==> config.mk <==
export PLATFORM = sky130hd
export DESIGN_NAME = secondary_config_registers
export DESIGN_NICKNAME = d
export VERILOG_FILES = /design/src/rtl/odd_parity_gen.v /design/src/rtl/secondary_config_registers.v
export VERILOG_INCLUDE_DIRS = /design/src /design/src/rtl
export SDC_FILE = /design/constraint.sdc
export NUM_CORES = 1
export LEC_CHECK = 0
export ABC_AREA = 1
export BUFFER_PORTS_ARGS = -buffer_cell sky130_fd_sc_hd__buf_4
export CAP_MARGIN = 20
export CORE_MARGIN = 10
export CORE_UTILIZATION = 53
export CTS_BUF_LIST = sky130_fd_sc_hd__clkbuf_4 sky130_fd_sc_hd__clkbuf_8
export CTS_CLUSTER_SIZE = 12
export DETAILED_ROUTE_END_ITERATION = 10
export PLACE_DENSITY = 0.78
export RECOVER_POWER = 100
export SYNTH_ARGS = -nofsm -noshare
export SYNTH_HDL_FRONTEND = slang
export SYNTH_SLANG_ARGS = --single-unit
==> constraint.sdc <==
create_clock -name ref_clk_in -period 2.63 [get_ports ref_clk_in]
set_clock_uncertainty 0.1 [all_clocks]
set_input_delay 0.526 -clock ref_clk_in [delete_from_list [all_inputs] [get_ports ref_clk_in]]
set_output_delay 0.526 -clock ref_clk_in [all_outputs]
set_load 0.01 [all_outputs]
==> src/rtl/sec_cfg_defs.vh <==
`ifndef SEC_CFG_DEFS_VH
`define SEC_CFG_DEFS_VH

// ----------------------------------------
// Register map
// ----------------------------------------
`define ADDR_CFG1 6'h14
`define ADDR_SECOND_CONFIG_UNLOCK 6'h15
`define CFG1_RESET 16'h0190
`define SECOND_CONFIG_UNLOCK_RESET 16'h0001

// ----------------------------------------
// First register fields
// ----------------------------------------
`define B_TIMEOUT_SEL 10
`define B_PULSE_FILTER 9
`define B_SAT_CLAMP 8
`define B_SHUTDOWN_ALARM_DIS 7
`define B_STAGE_MON_DIS 6
`define B_UNLOCK 5
`define B_BE_COMP 4
`define B_LAST_INVALID 1
`define B_PARITY 0
`define CFG1_WMASK 16'h07f0

// ----------------------------------------
// Second register fields
// ----------------------------------------
`define B_RES_HI 15
`define B_RES_LO 14
`define B_STATE_MON 13
`define B_NEG_OV_MODE 12
`define B_CLAMP_MODE 11
`define B_DIO_DIR 10
`define B_DELAY_HI 9
`define B_DELAY_LO 6
`define SECOND_CONFIG_UNLOCK_WMASK 16'hfff0

// ----------------------------------------
// Timing (ms) and cycle counts at 10 MHz
// ----------------------------------------
`define CLK_HZ 10000000
`define VM_TIMEOUT_REG_MS 15
`define VM_TIMEOUT_SLOW_MS 60
`define VM_TIMEOUT_REG_CYC (`VM_TIMEOUT_REG_MS * (`CLK_HZ / 1000))
`define VM_TIMEOUT_SLOW_CYC (`VM_TIMEOUT_SLOW_MS * (`CLK_HZ / 1000))

`endif

==> src/rtl/odd_parity_gen.v <==
`timescale 1ns/1ps
`include "sec_cfg_defs.vh"

// ----------------------------------------
// Odd parity insertion on bit 0
// ----------------------------------------
module odd_parity_gen (
    // Word without parity
    input wire [15:0] word_in,
    // Word with parity in bit 0
    output wire [15:0] word_out
);
    // Bit 0 makes the count of ones over all 16 bits odd
    assign word_out = {word_in[15:1], ~(^word_in[15:1])};
endmodule

==> src/rtl/secondary_config_registers.v <==
`timescale 1ns/1ps
`include "sec_cfg_defs.vh"


module secondary_config_registers (
    // Clock and reset
    input wire ref_clk_in,
    input wire srst_in,
    // Decoded serial message access
    input wire msg_valid_in,
    input wire msg_write_in,
    input wire [5:0] msg_addr_in,
    input wire [15:0] msg_wdata_in,
    input wire msg_discard_in,
    output reg [15:0] rd_data_out,
    // Device state inputs
    input wire operating_mode_two_in,
    input wire switch_off_cmd_in,
    input wire shutdown_tristate_evt_in,
    input wire neg_supply_ov_evt_in,
    input wire regular_off_seq_in,
    input wire safe_off_seq_in,
    input wire vm_active_in,
    input wire turn_on_cmd_in,
    // Configuration outputs
    output reg vm_timeout_out,
    output reg pulse_filter_enable_out,
    output reg sat_sense_clamp_out,
    output reg shutdown_class_a_evt_out,
    output reg output_stage_monitor_en_out,
    output reg base_emitter_comp_enable_out,
    output reg switch_state_monitor_enable_out,
    output reg neg_ov_class_b_out,
    output reg neg_ov_warning_out,
    output reg active_clamp_pin_out,
    output reg dio_output_enable_out,
    output reg two_level_on_active_out
);
    // ----------------------------------------
    // Register state
    // ----------------------------------------
    reg [15:0] cfg1_reg;
    reg [15:0] cfg1_next;
    reg [15:0] second_config_unlock_reg;
    reg [15:0] second_config_unlock_next;
    reg last_invalid_reg;
    reg operating_mode_two_prev_reg;
    reg [19:0] vm_cnt_reg;
    reg [3:0] on_cnt_reg;
    reg turn_on_prev_reg;
    reg [2:0] on_state_reg;
    reg [2:0] on_state_next;
    reg [3:0] on_cnt_next;
    reg on_active_next;
    reg [19:0] vm_cnt_next;
    reg vm_timeout_next;
    reg [15:0] rd_next;
    reg pulse_filter_next;
    reg sat_clamp_next;
    reg class_a_next;
    reg stage_mon_next;
    reg be_comp_next;
    reg state_mon_next;
    reg neg_ov_b_next;
    reg neg_ov_warn_next;
    reg clamp_pin_next;
    reg dio_oe_next;
    wire [31:0] vm_limit_wide;
    wire [15:0] cfg1_view;
    wire [15:0] second_config_unlock_view;
    wire [15:0] cfg1_par;
    wire [15:0] second_config_unlock_par;
    wire wr_ok;
    wire leave_operating_mode_two;
    wire [19:0] vm_limit;
    wire [3:0] on_delay;

    // One-hot states of the two-level turn-on sequence
    localparam [2:0] ON_IDLE = 3'b001;
    localparam [2:0] ON_PLATEAU = 3'b010;
    localparam [2:0] ON_FULL = 3'b100;

    assign wr_ok = msg_valid_in && msg_write_in && !msg_discard_in;
    assign leave_operating_mode_two = operating_mode_two_prev_reg && !operating_mode_two_in;
    assign on_delay = second_config_unlock_reg[`B_DELAY_HI:`B_DELAY_LO];
    // Slow timeout chosen by bit 10
    assign vm_limit_wide = cfg1_reg[`B_TIMEOUT_SEL] ? `VM_TIMEOUT_SLOW_CYC :
        `VM_TIMEOUT_REG_CYC;
    assign vm_limit = vm_limit_wide[19:0];

    // ----------------------------------------
    // Write path
    // ----------------------------------------
    always @* begin
        cfg1_next = cfg1_reg;
        second_config_unlock_next = second_config_unlock_reg;
        if (wr_ok && msg_addr_in == `ADDR_CFG1) begin
            cfg1_next = msg_wdata_in & `CFG1_WMASK;
        end
        // Locked writes are dropped silently
        if (wr_ok && msg_addr_in == `ADDR_SECOND_CONFIG_UNLOCK && cfg1_reg[`B_UNLOCK]) begin
            // Bits 15:14 stored as written; host keeps them zero
            second_config_unlock_next = (msg_wdata_in & `SECOND_CONFIG_UNLOCK_WMASK) | `SECOND_CONFIG_UNLOCK_RESET;
        end
        // Hardware clear wins over a same-cycle software set, for safety
        if (leave_operating_mode_two) begin
            cfg1_next[`B_UNLOCK] = 1'b0;
        end
    end

    // Parity only ever on read-back, storage keeps raw bits
    assign cfg1_view = {cfg1_reg[15:2], last_invalid_reg, 1'b0};
    assign second_config_unlock_view = {second_config_unlock_reg[15:2], last_invalid_reg, 1'b0};

    odd_parity_gen u_par1 (
        .word_in(cfg1_view),
        .word_out(cfg1_par)
    );

    odd_parity_gen u_par2 (
        .word_in(second_config_unlock_view),
        .word_out(second_config_unlock_par)
    );

    // Unknown addresses read as zero rather than aliasing a register
    always @* begin
        rd_next = rd_data_out;
        if (msg_valid_in) begin
            if (msg_addr_in == `ADDR_CFG1) begin
                rd_next = cfg1_par;
            end else if (msg_addr_in == `ADDR_SECOND_CONFIG_UNLOCK) begin
                rd_next = second_config_unlock_par;
            end else begin
                rd_next = 16'h0000;
            end
        end
    end

    // ----------------------------------------
    // Sequential state
    // ----------------------------------------
    always @(posedge ref_clk_in) begin
        if (srst_in) begin
            cfg1_reg <= `CFG1_RESET & `CFG1_WMASK;
            second_config_unlock_reg <= `SECOND_CONFIG_UNLOCK_RESET;
            last_invalid_reg <= 1'b0;
            operating_mode_two_prev_reg <= 1'b0;
            rd_data_out <= 16'h0000;
        end else begin
            cfg1_reg <= cfg1_next;
            second_config_unlock_reg <= second_config_unlock_next;
            operating_mode_two_prev_reg <= operating_mode_two_in;
            rd_data_out <= rd_next;
            if (msg_valid_in) begin
                last_invalid_reg <= msg_discard_in;
            end
        end
    end

    // ----------------------------------------
    // Verification mode timeout
    // ----------------------------------------
    // Counter stops one below the limit; the flag stays until verification mode ends
    always @* begin
        vm_cnt_next = vm_cnt_reg;
        vm_timeout_next = vm_timeout_out;
        if (!vm_active_in) begin
            vm_cnt_next = 20'h00000;
            vm_timeout_next = 1'b0;
        end else if (vm_cnt_reg + 20'h00001 >= vm_limit) begin
            vm_timeout_next = 1'b1;
        end else begin
            vm_cnt_next = vm_cnt_reg + 20'h00001;
        end
    end

    always @(posedge ref_clk_in) begin
        if (srst_in) begin
            vm_cnt_reg <= 20'h00000;
            vm_timeout_out <= 1'b0;
        end else begin
            vm_cnt_reg <= vm_cnt_next;
            vm_timeout_out <= vm_timeout_next;
        end
    end

    // ----------------------------------------
    // Two-level turn-on delay
    // ----------------------------------------
    // Plateau starts only on a rising turn-on command; a field written
    // while the command is held does not restart it mid-pulse
    always @* begin
        on_state_next = on_state_reg;
        on_cnt_next = on_cnt_reg;
        if (on_delay == 4'h0 || !turn_on_cmd_in) begin
            on_state_next = ON_IDLE;
            on_cnt_next = 4'h0;
        end else if (!turn_on_prev_reg) begin
            on_state_next = ON_PLATEAU;
            on_cnt_next = on_delay;
        end else begin
            case (on_state_reg)
                ON_IDLE: begin
                    on_state_next = ON_IDLE;
                end
                ON_PLATEAU: begin
                    // Plateau held for the programmed count of cycles
                    if (on_cnt_reg == 4'h1) begin
                        on_state_next = ON_FULL;
                    end
                    on_cnt_next = on_cnt_reg - 4'h1;
                end
                ON_FULL: begin
                    on_state_next = ON_FULL;
                end
                default: begin
                    on_state_next = ON_IDLE;
                    on_cnt_next = 4'h0;
                end
            endcase
        end
        on_active_next = (on_state_next == ON_PLATEAU);
    end

    always @(posedge ref_clk_in) begin
        if (srst_in) begin
            on_state_reg <= ON_IDLE;
            on_cnt_reg <= 4'h0;
            turn_on_prev_reg <= 1'b0;
            two_level_on_active_out <= 1'b0;
        end else begin
            on_state_reg <= on_state_next;
            on_cnt_reg <= on_cnt_next;
            turn_on_prev_reg <= turn_on_cmd_in;
            two_level_on_active_out <= on_active_next;
        end
    end

    // ----------------------------------------
    // Configuration outputs
    // ----------------------------------------
    always @(posedge ref_clk_in) begin
        if (srst_in) begin
            pulse_filter_enable_out <= 1'b0;
            sat_sense_clamp_out <= 1'b0;
            shutdown_class_a_evt_out <= 1'b0;
            output_stage_monitor_en_out <= 1'b0;
            base_emitter_comp_enable_out <= 1'b0;
            switch_state_monitor_enable_out <= 1'b0;
            neg_ov_class_b_out <= 1'b0;
            neg_ov_warning_out <= 1'b0;
            active_clamp_pin_out <= 1'b0;
            dio_output_enable_out <= 1'b0;
        end else begin
            pulse_filter_enable_out <= pulse_filter_next;
            sat_sense_clamp_out <= sat_clamp_next;
            shutdown_class_a_evt_out <= class_a_next;
            output_stage_monitor_en_out <= stage_mon_next;
            base_emitter_comp_enable_out <= be_comp_next;
            switch_state_monitor_enable_out <= state_mon_next;
            neg_ov_class_b_out <= neg_ov_b_next;
            neg_ov_warning_out <= neg_ov_warn_next;
            active_clamp_pin_out <= clamp_pin_next;
            dio_output_enable_out <= dio_oe_next;
        end
    end

    // Next values kept apart so each output stays a plain flip-flop
    always @* begin
        pulse_filter_next = cfg1_reg[`B_PULSE_FILTER];
        sat_clamp_next = cfg1_reg[`B_SAT_CLAMP] && switch_off_cmd_in;
        class_a_next = shutdown_tristate_evt_in && !cfg1_reg[`B_SHUTDOWN_ALARM_DIS];
        stage_mon_next = !cfg1_reg[`B_STAGE_MON_DIS];
        be_comp_next = cfg1_reg[`B_BE_COMP];
        state_mon_next = second_config_unlock_reg[`B_STATE_MON];
        neg_ov_b_next = neg_supply_ov_evt_in && !second_config_unlock_reg[`B_NEG_OV_MODE];
        neg_ov_warn_next = neg_supply_ov_evt_in && second_config_unlock_reg[`B_NEG_OV_MODE];
        clamp_pin_next = safe_off_seq_in ||
            (regular_off_seq_in && !second_config_unlock_reg[`B_CLAMP_MODE]);
        dio_oe_next = second_config_unlock_reg[`B_DIO_DIR];
    end
endmodule

# Word level (Yosys, flattened, before mapping)
# Index checks and enable logic that the tools add are counted.
[word_totals]
regBits = 77
inputBits = 35
word_cells = 72
[classes]
n_addsub = 2
n_lt_le_gt_ge = 1
n_eq_ne = 8
mux = 9
bitwise_logic = 3
n_reduce_logical = 27
[op_table]
columns = ["op", "n"]
rows = [
  ["two-way mux 16 bit", 2],
  ["XOR reduction 15 bit", 2],
  ["adder 20 x 1 -> 20 bit (second input constant)", 1],
  [">= comparator 20 bit", 1],
  ["two-way mux 20 bit", 1],
  ["== test 6 x 5 -> 1 bit (second input constant)", 2],
  ["logical AND 1 bit", 11],
  ["two-way mux 3 bit", 3],
  ["case mux 4 bit (2 select lines)", 1],
  ["OR reduction 2 bit", 4],
  ["logical NOT 1 bit", 7],
  ["== test 3 x 2 -> 1 bit (second input constant)", 2],
  ["case mux 3 bit (2 select lines)", 1],
  ["== test 4 x 1 -> 1 bit (second input constant)", 1],
  ["logical NOT 4 bit", 1],
  ["two-way mux 4 bit", 1],
  ["subtractor 4 x 1 -> 4 bit (second input constant)", 1],
  ["== test 3 x 1 -> 1 bit (second input constant)", 1],
  ["== test 3 bit (second input constant)", 1],
  ["NOT 1 bit", 3],
  ["logical OR 1 bit", 2],
  ["inequality test 2 bit (second input constant)", 1],
]

# Logic depth before layout (Yosys ltp)
[logic_depth]
word_depth = 6
mapped_depth = 19
mapped_depth_nobuf = 18

# By module
# From an unflattened synthesis, not the netlist that was laid out.
[hier_totals]
hier_cells = 808
area_unflattened_um2 = 4943.5
[modules_own_cells]
columns = ["mod", "instances", "cells_each", "area_each_um2"]
rows = [
  ["secondary_config_registers", 1, 586, 3960.0],
  ["odd_parity_gen", 2, 111, 491.7],
]

# Worst setup path before layout
# Ideal clock, no wire load.
[synth_path]
path_type = "reg-to-reg"
start = "register vm_cnt_reg[1]"
end = "register vm_cnt_reg[10]"
setup_time_ns = 0.113
t_arrival_ns = 2.426
required_ns = 2.417
slack_ns = -0.009
path_stages_with_launch = 19
path_buffers = 1
path_cell_list = "dfxtp_1 -> nand3_1 -> nor2_1 -> nand4_1 -> nor3_1 -> nand3_1 -> xor2_1 -> inv_1 -> ha_1 -> nand3_1 -> inv_1 -> nand3_2 -> nor2_1 -> nand2_2 -> nand3_4 -> buf_6 -> nand2_1 -> nand2_1 -> nor2_1"
[synth_between]
elab_chain_cells = 2
[synth_lines]
columns = ["item", "line", "text"]
rows = [
  ["from (decl)", "secondary_config_registers.v:48", "reg [19:0] vm_cnt_reg;"],
  ["from (signal assigned)", "secondary_config_registers.v:182", "vm_cnt_reg <= vm_cnt_next;"],
  ["adder 20 x 1 -> 20 bit *", "secondary_config_registers.v:170, secondary_config_registers.v:173", ""],
  [">= comparator 20 bit", "secondary_config_registers.v:170", "end else if (vm_cnt_reg + 20'h00001 >= vm_limit) begin"],
]
# Every way passes the cells marked *; elsewhere a longest branch is shown, timed or not.
# A chain may end at the register's enable or synchronous reset.

# Final worst setup path
[layout_path]
start = "register vm_cnt_reg[1]"
end = "register vm_cnt_reg[2]"
# The elaborated chain is that of the path after synthesis.

==> impl_metrics.env <==
export IMPL_p_clk_share_pct=44.5
export IMPL_worstSkewPairLatency_ns=0.37
export IMPL_cap_violations=0
export IMPL_hold_class="input pin to flop"
export IMPL_synthCells=575
export IMPL_period_needed_ns=2.881
export IMPL_vias=4031
export IMPL_largest_reg_flops=20
export IMPL_switching_share_pct=24.68
export IMPL_failed_checks="negative setup slack"
export IMPL_yosys_area_share_simple_pct=27.84
export IMPL_fin_nets=729
export IMPL_synthesis_area_um2=3946
export IMPL_gp_congestion=0.9097
export IMPL_pwr_share_seq_pct=49.5
export IMPL_syn_to_final_growth_pct=32.21
export IMPL_drtAntennaViolNets=0
export IMPL_tritoncts="done"
export IMPL_design_core_area_um2=7253
export IMPL_drt_iter0_drc=214
export IMPL_p_per_area_nw_per_um2=450.3
export IMPL_cts_max_level=3
export IMPL_rows=31
export IMPL_worst_slack_ns=-0.2507
export IMPL_clock_path_buffers=2
export IMPL_initial_utilization_pct=54.41
export IMPL_final_fill_count=600
export IMPL_critPathMaxStageDelay_ns=0.38
export IMPL_power_switching_w=0.0005797
export IMPL_finalSetupViolCount=21
export IMPL_p_int_w=0.001770
export IMPL_synth_xor_area_share_pct=5.992
export IMPL_synthArstFlopShare_pct=0
export IMPL_synth_edf_count=0
export IMPL_synth_main_ff_cell="dfxtp_1"
export IMPL_worst_slew_pin_transition_ns=1.065
export IMPL_rsz0062_at_grt="true"
export IMPL_grt_overflow=0
export IMPL_synthTopCellsByCount="nand2_1 (116), inv_1 (94), nor2_1 (92), dfxtp_1 (75), o21ai_0 (39)"
export IMPL_synth_compound_area_share_pct=11.89
export IMPL_antenna_found_initial=0
export IMPL_cp_end_kind="flop"
export IMPL_ys_seq_elements=75
export IMPL_synthMuxAreaShare_pct=0
export IMPL_io_pins=63
export IMPL_grt_pass1_wl_mm=18.11
export IMPL_finalNonFillerCells=784
export IMPL_combPwrFrac_pct=6.0
export IMPL_dr_pass1_iters=5
export IMPL_fmax_mhz=347.1
export IMPL_grt_pass1_vias=3894
export IMPL_synth_area_top_cells="dfxtp_1 (38%), nand2_1 (11%), inv_1 (8.9%)"
export IMPL_cts_sink_count=75
export IMPL_outcome="complete, but fails checks"
export IMPL_synth_top_family_by_area="simple AND/OR/NAND/NOR gates"
export IMPL_power_leakage_nw=2.386
export IMPL_grt_max_degree=29
export IMPL_die_area_um2=11300
export IMPL_drc_errors=0
export IMPL_clkTransAtPathRegs_ns=0.09
export IMPL_synth_fa_ha_area_share_pct=4.439
export IMPL_totalWireLength_mm=11.07
export IMPL_timing_final_crit_share_pct=109.5
export IMPL_crit_arrival_ns=3.09
export IMPL_required_ns=2.84
export IMPL_synth_seq_area_share_pct=38.05
export IMPL_crit_top_cell="nand2_2"
export IMPL_avgSynthCellArea_um2=6.863
export IMPL_crit_path_cell_trace="nand3_4 > nor2_4 > nand4_1 > inv_2 > buf_6 > buf_4 > nand2_4 > xor2_2 > inv_2 > ha_4 > a21o_1 > a21oi_2 > nand2_1 > nand2_2 > nand3_4 > buf_12 > buf_16 > nand2_2 > nand2_2 > nor2_2"
export IMPL_r2r_cells=20
export IMPL_dpl_cell_area_um2=4652
export IMPL_drive_above_1_share_pct=23.21
export IMPL_die_w_um=106.3
export IMPL_yosys_warnings=0
export IMPL_peakVddDrop_v=0.0003934
export IMPL_ctsHoldBuffers=0
export IMPL_die_y_um=106.3
export IMPL_yosysUniqueCellTypes=35
export IMPL_n_antenna_cell=0
export IMPL_post_drt_wl_per_cell_um=14.11
export IMPL_design_area_um2=5218
export IMPL_worstSetupPathType="flop to flop"
export IMPL_slew_headroom_pct=28.98
export IMPL_worst_path_max_fanout=7
export IMPL_hold_depth=3
export IMPL_synth_most_common_cell="nand2_1"
export IMPL_ctsRootBufferMaster="clkbuf_8"
export IMPL_port_buffers=56
export IMPL_grt_use_total_pct=19.21
export IMPL_via_per_inst=5.142
export IMPL_utilization_pct=71.93
export IMPL_place_inst=744
export IMPL_drv_slew=0
export IMPL_cp_start_kind="flop"
export IMPL_cp_slowest_cell="dfxtp_4"
export IMPL_place_hpwl_mm=7.261
export IMPL_numCtsBuffers=9
export IMPL_final_hold_violation_count=0
export IMPL_synthDominantCellAreaShare_pct=38.05
export IMPL_yosysTopAreaCell="dfxtp_1"
-- final cells by class --
class | count | area, µm² | share of cell area [%]
clock buffers | 10 | 131.4 | 2.518
multi-input cells | 386 | 2222 | 42.59
flip-flops and latches | 75 | 1510 | 28.94
repair buffers | 111 | 769.5 | 14.75
clock inverters | 6 | 96.34 | 1.847
inverters | 97 | 364.1 | 6.978
well taps | 99 | 123.9 | 2.374
-- cells in the final DEF, fill, tap and decap left out, types with 6 or more instances in the layout --
master and n:
clkbuf_8 9, ha_1 8, o21ai_0 38, nand2_1 104
ha_4 6, inv_1 90, nor3_1 7, nand2_2 12
nand3_1 13, dfxtp_1 70, nand3_2 6, a21oi_1 30
xnor2_1 15, xor2_1 9, inv_2 6, buf_4 73
nor2_2 8, nand4_1 9, clkbuf_1 30, nor2_1 83
-- kinds of logic (layout without fill, tap and decap cells) --
logic type | after synthesis | count (layout)
AOI/OAI and AO/OA | 84 | 84
xor gates and xnor gates | 27 | 27
adders and majority gates | 14 | 14
buffers and inverters | 115 | 224
DFF | 75 | 75
other | 1 | 2
and+or+nand+nor | 259 | 259
-- critical path, delay by kind of cell (launching register included) --
| kind | cells | cell delay [ns] |
|---|---|---|
| and+or+nand+nor | 10 | 0.97 |
| buffers and inverters | 6 | 0.72 |
| DFF | 1 | 0.38 |
| AOI/OAI and AO/OA | 2 | 0.29 |
| xor gates and xnor gates | 1 | 0.20 |
| adders and majority gates | 1 | 0.15 |
-- stage by stage --
step	total power (W)	TNS [ns]	setup WS, ns	hold slack (ns)
6_report	0.002349	-3.951	-0.2507	0.2706
3_3_place_gp	0.001333	-2.091	-0.1100	0.3556
5_1_grt	0.002413	-6.895	-0.3912	0.2817
3_5_place_dp	0.001337	-3.607	-0.2007	0.3612
4_1_cts	0.002352	-2.482	-0.1472	0.2718
2_1_floorplan	0.001262	0	0.04291	0.3342
-- power groups by stage --
stage / Combinational, W / Sequential (W) / Clock [W]
floorplan: 0.0000668 / 0.00119 / 0
global placement: 0.000144 / 0.00119 / 0
detailed placement: 0.000148 / 0.00119 / 0
CTS: 0.000151 / 0.00116 / 0.00104
global route: 0.000159 / 0.00116 / 0.00109
finish: 0.000142 / 0.00116 / 0.00105
-- path summary, 6_finish.rpt --
kind	from	end	slack, ns
worst max-delay path	vm_cnt_reg[1]	vm_cnt_reg[2]	-0.25
worst min-delay path	safe_off_seq_in	active_clamp_pin_out	0.27
worst max register to register	vm_cnt_reg[1]	vm_cnt_reg[2]	-0.25
worst min register to register	on_cnt_reg[3]	on_cnt_reg[3]	0.37
-- timing repair --
action                     4_1_cts  5_1_grt
setup endpoints to repair       21       21
pin swaps                       27       28
gates resized for setup         25       41
setup buffers                   20        5
cloned                           2        0
-- per-layer routing --
layer / part of all wire, % / vias up / global-route usage (%)
met5: 0 / - / 0
met4: 1.6 / 0 / 6.673
met3: 6.3 / 19 / 4.771
met2: 51 / 125 / 33.13
met1: 41 / 1884 / 22.68
li1: - / 2003 / -
(Power assumes the default switching activity.)
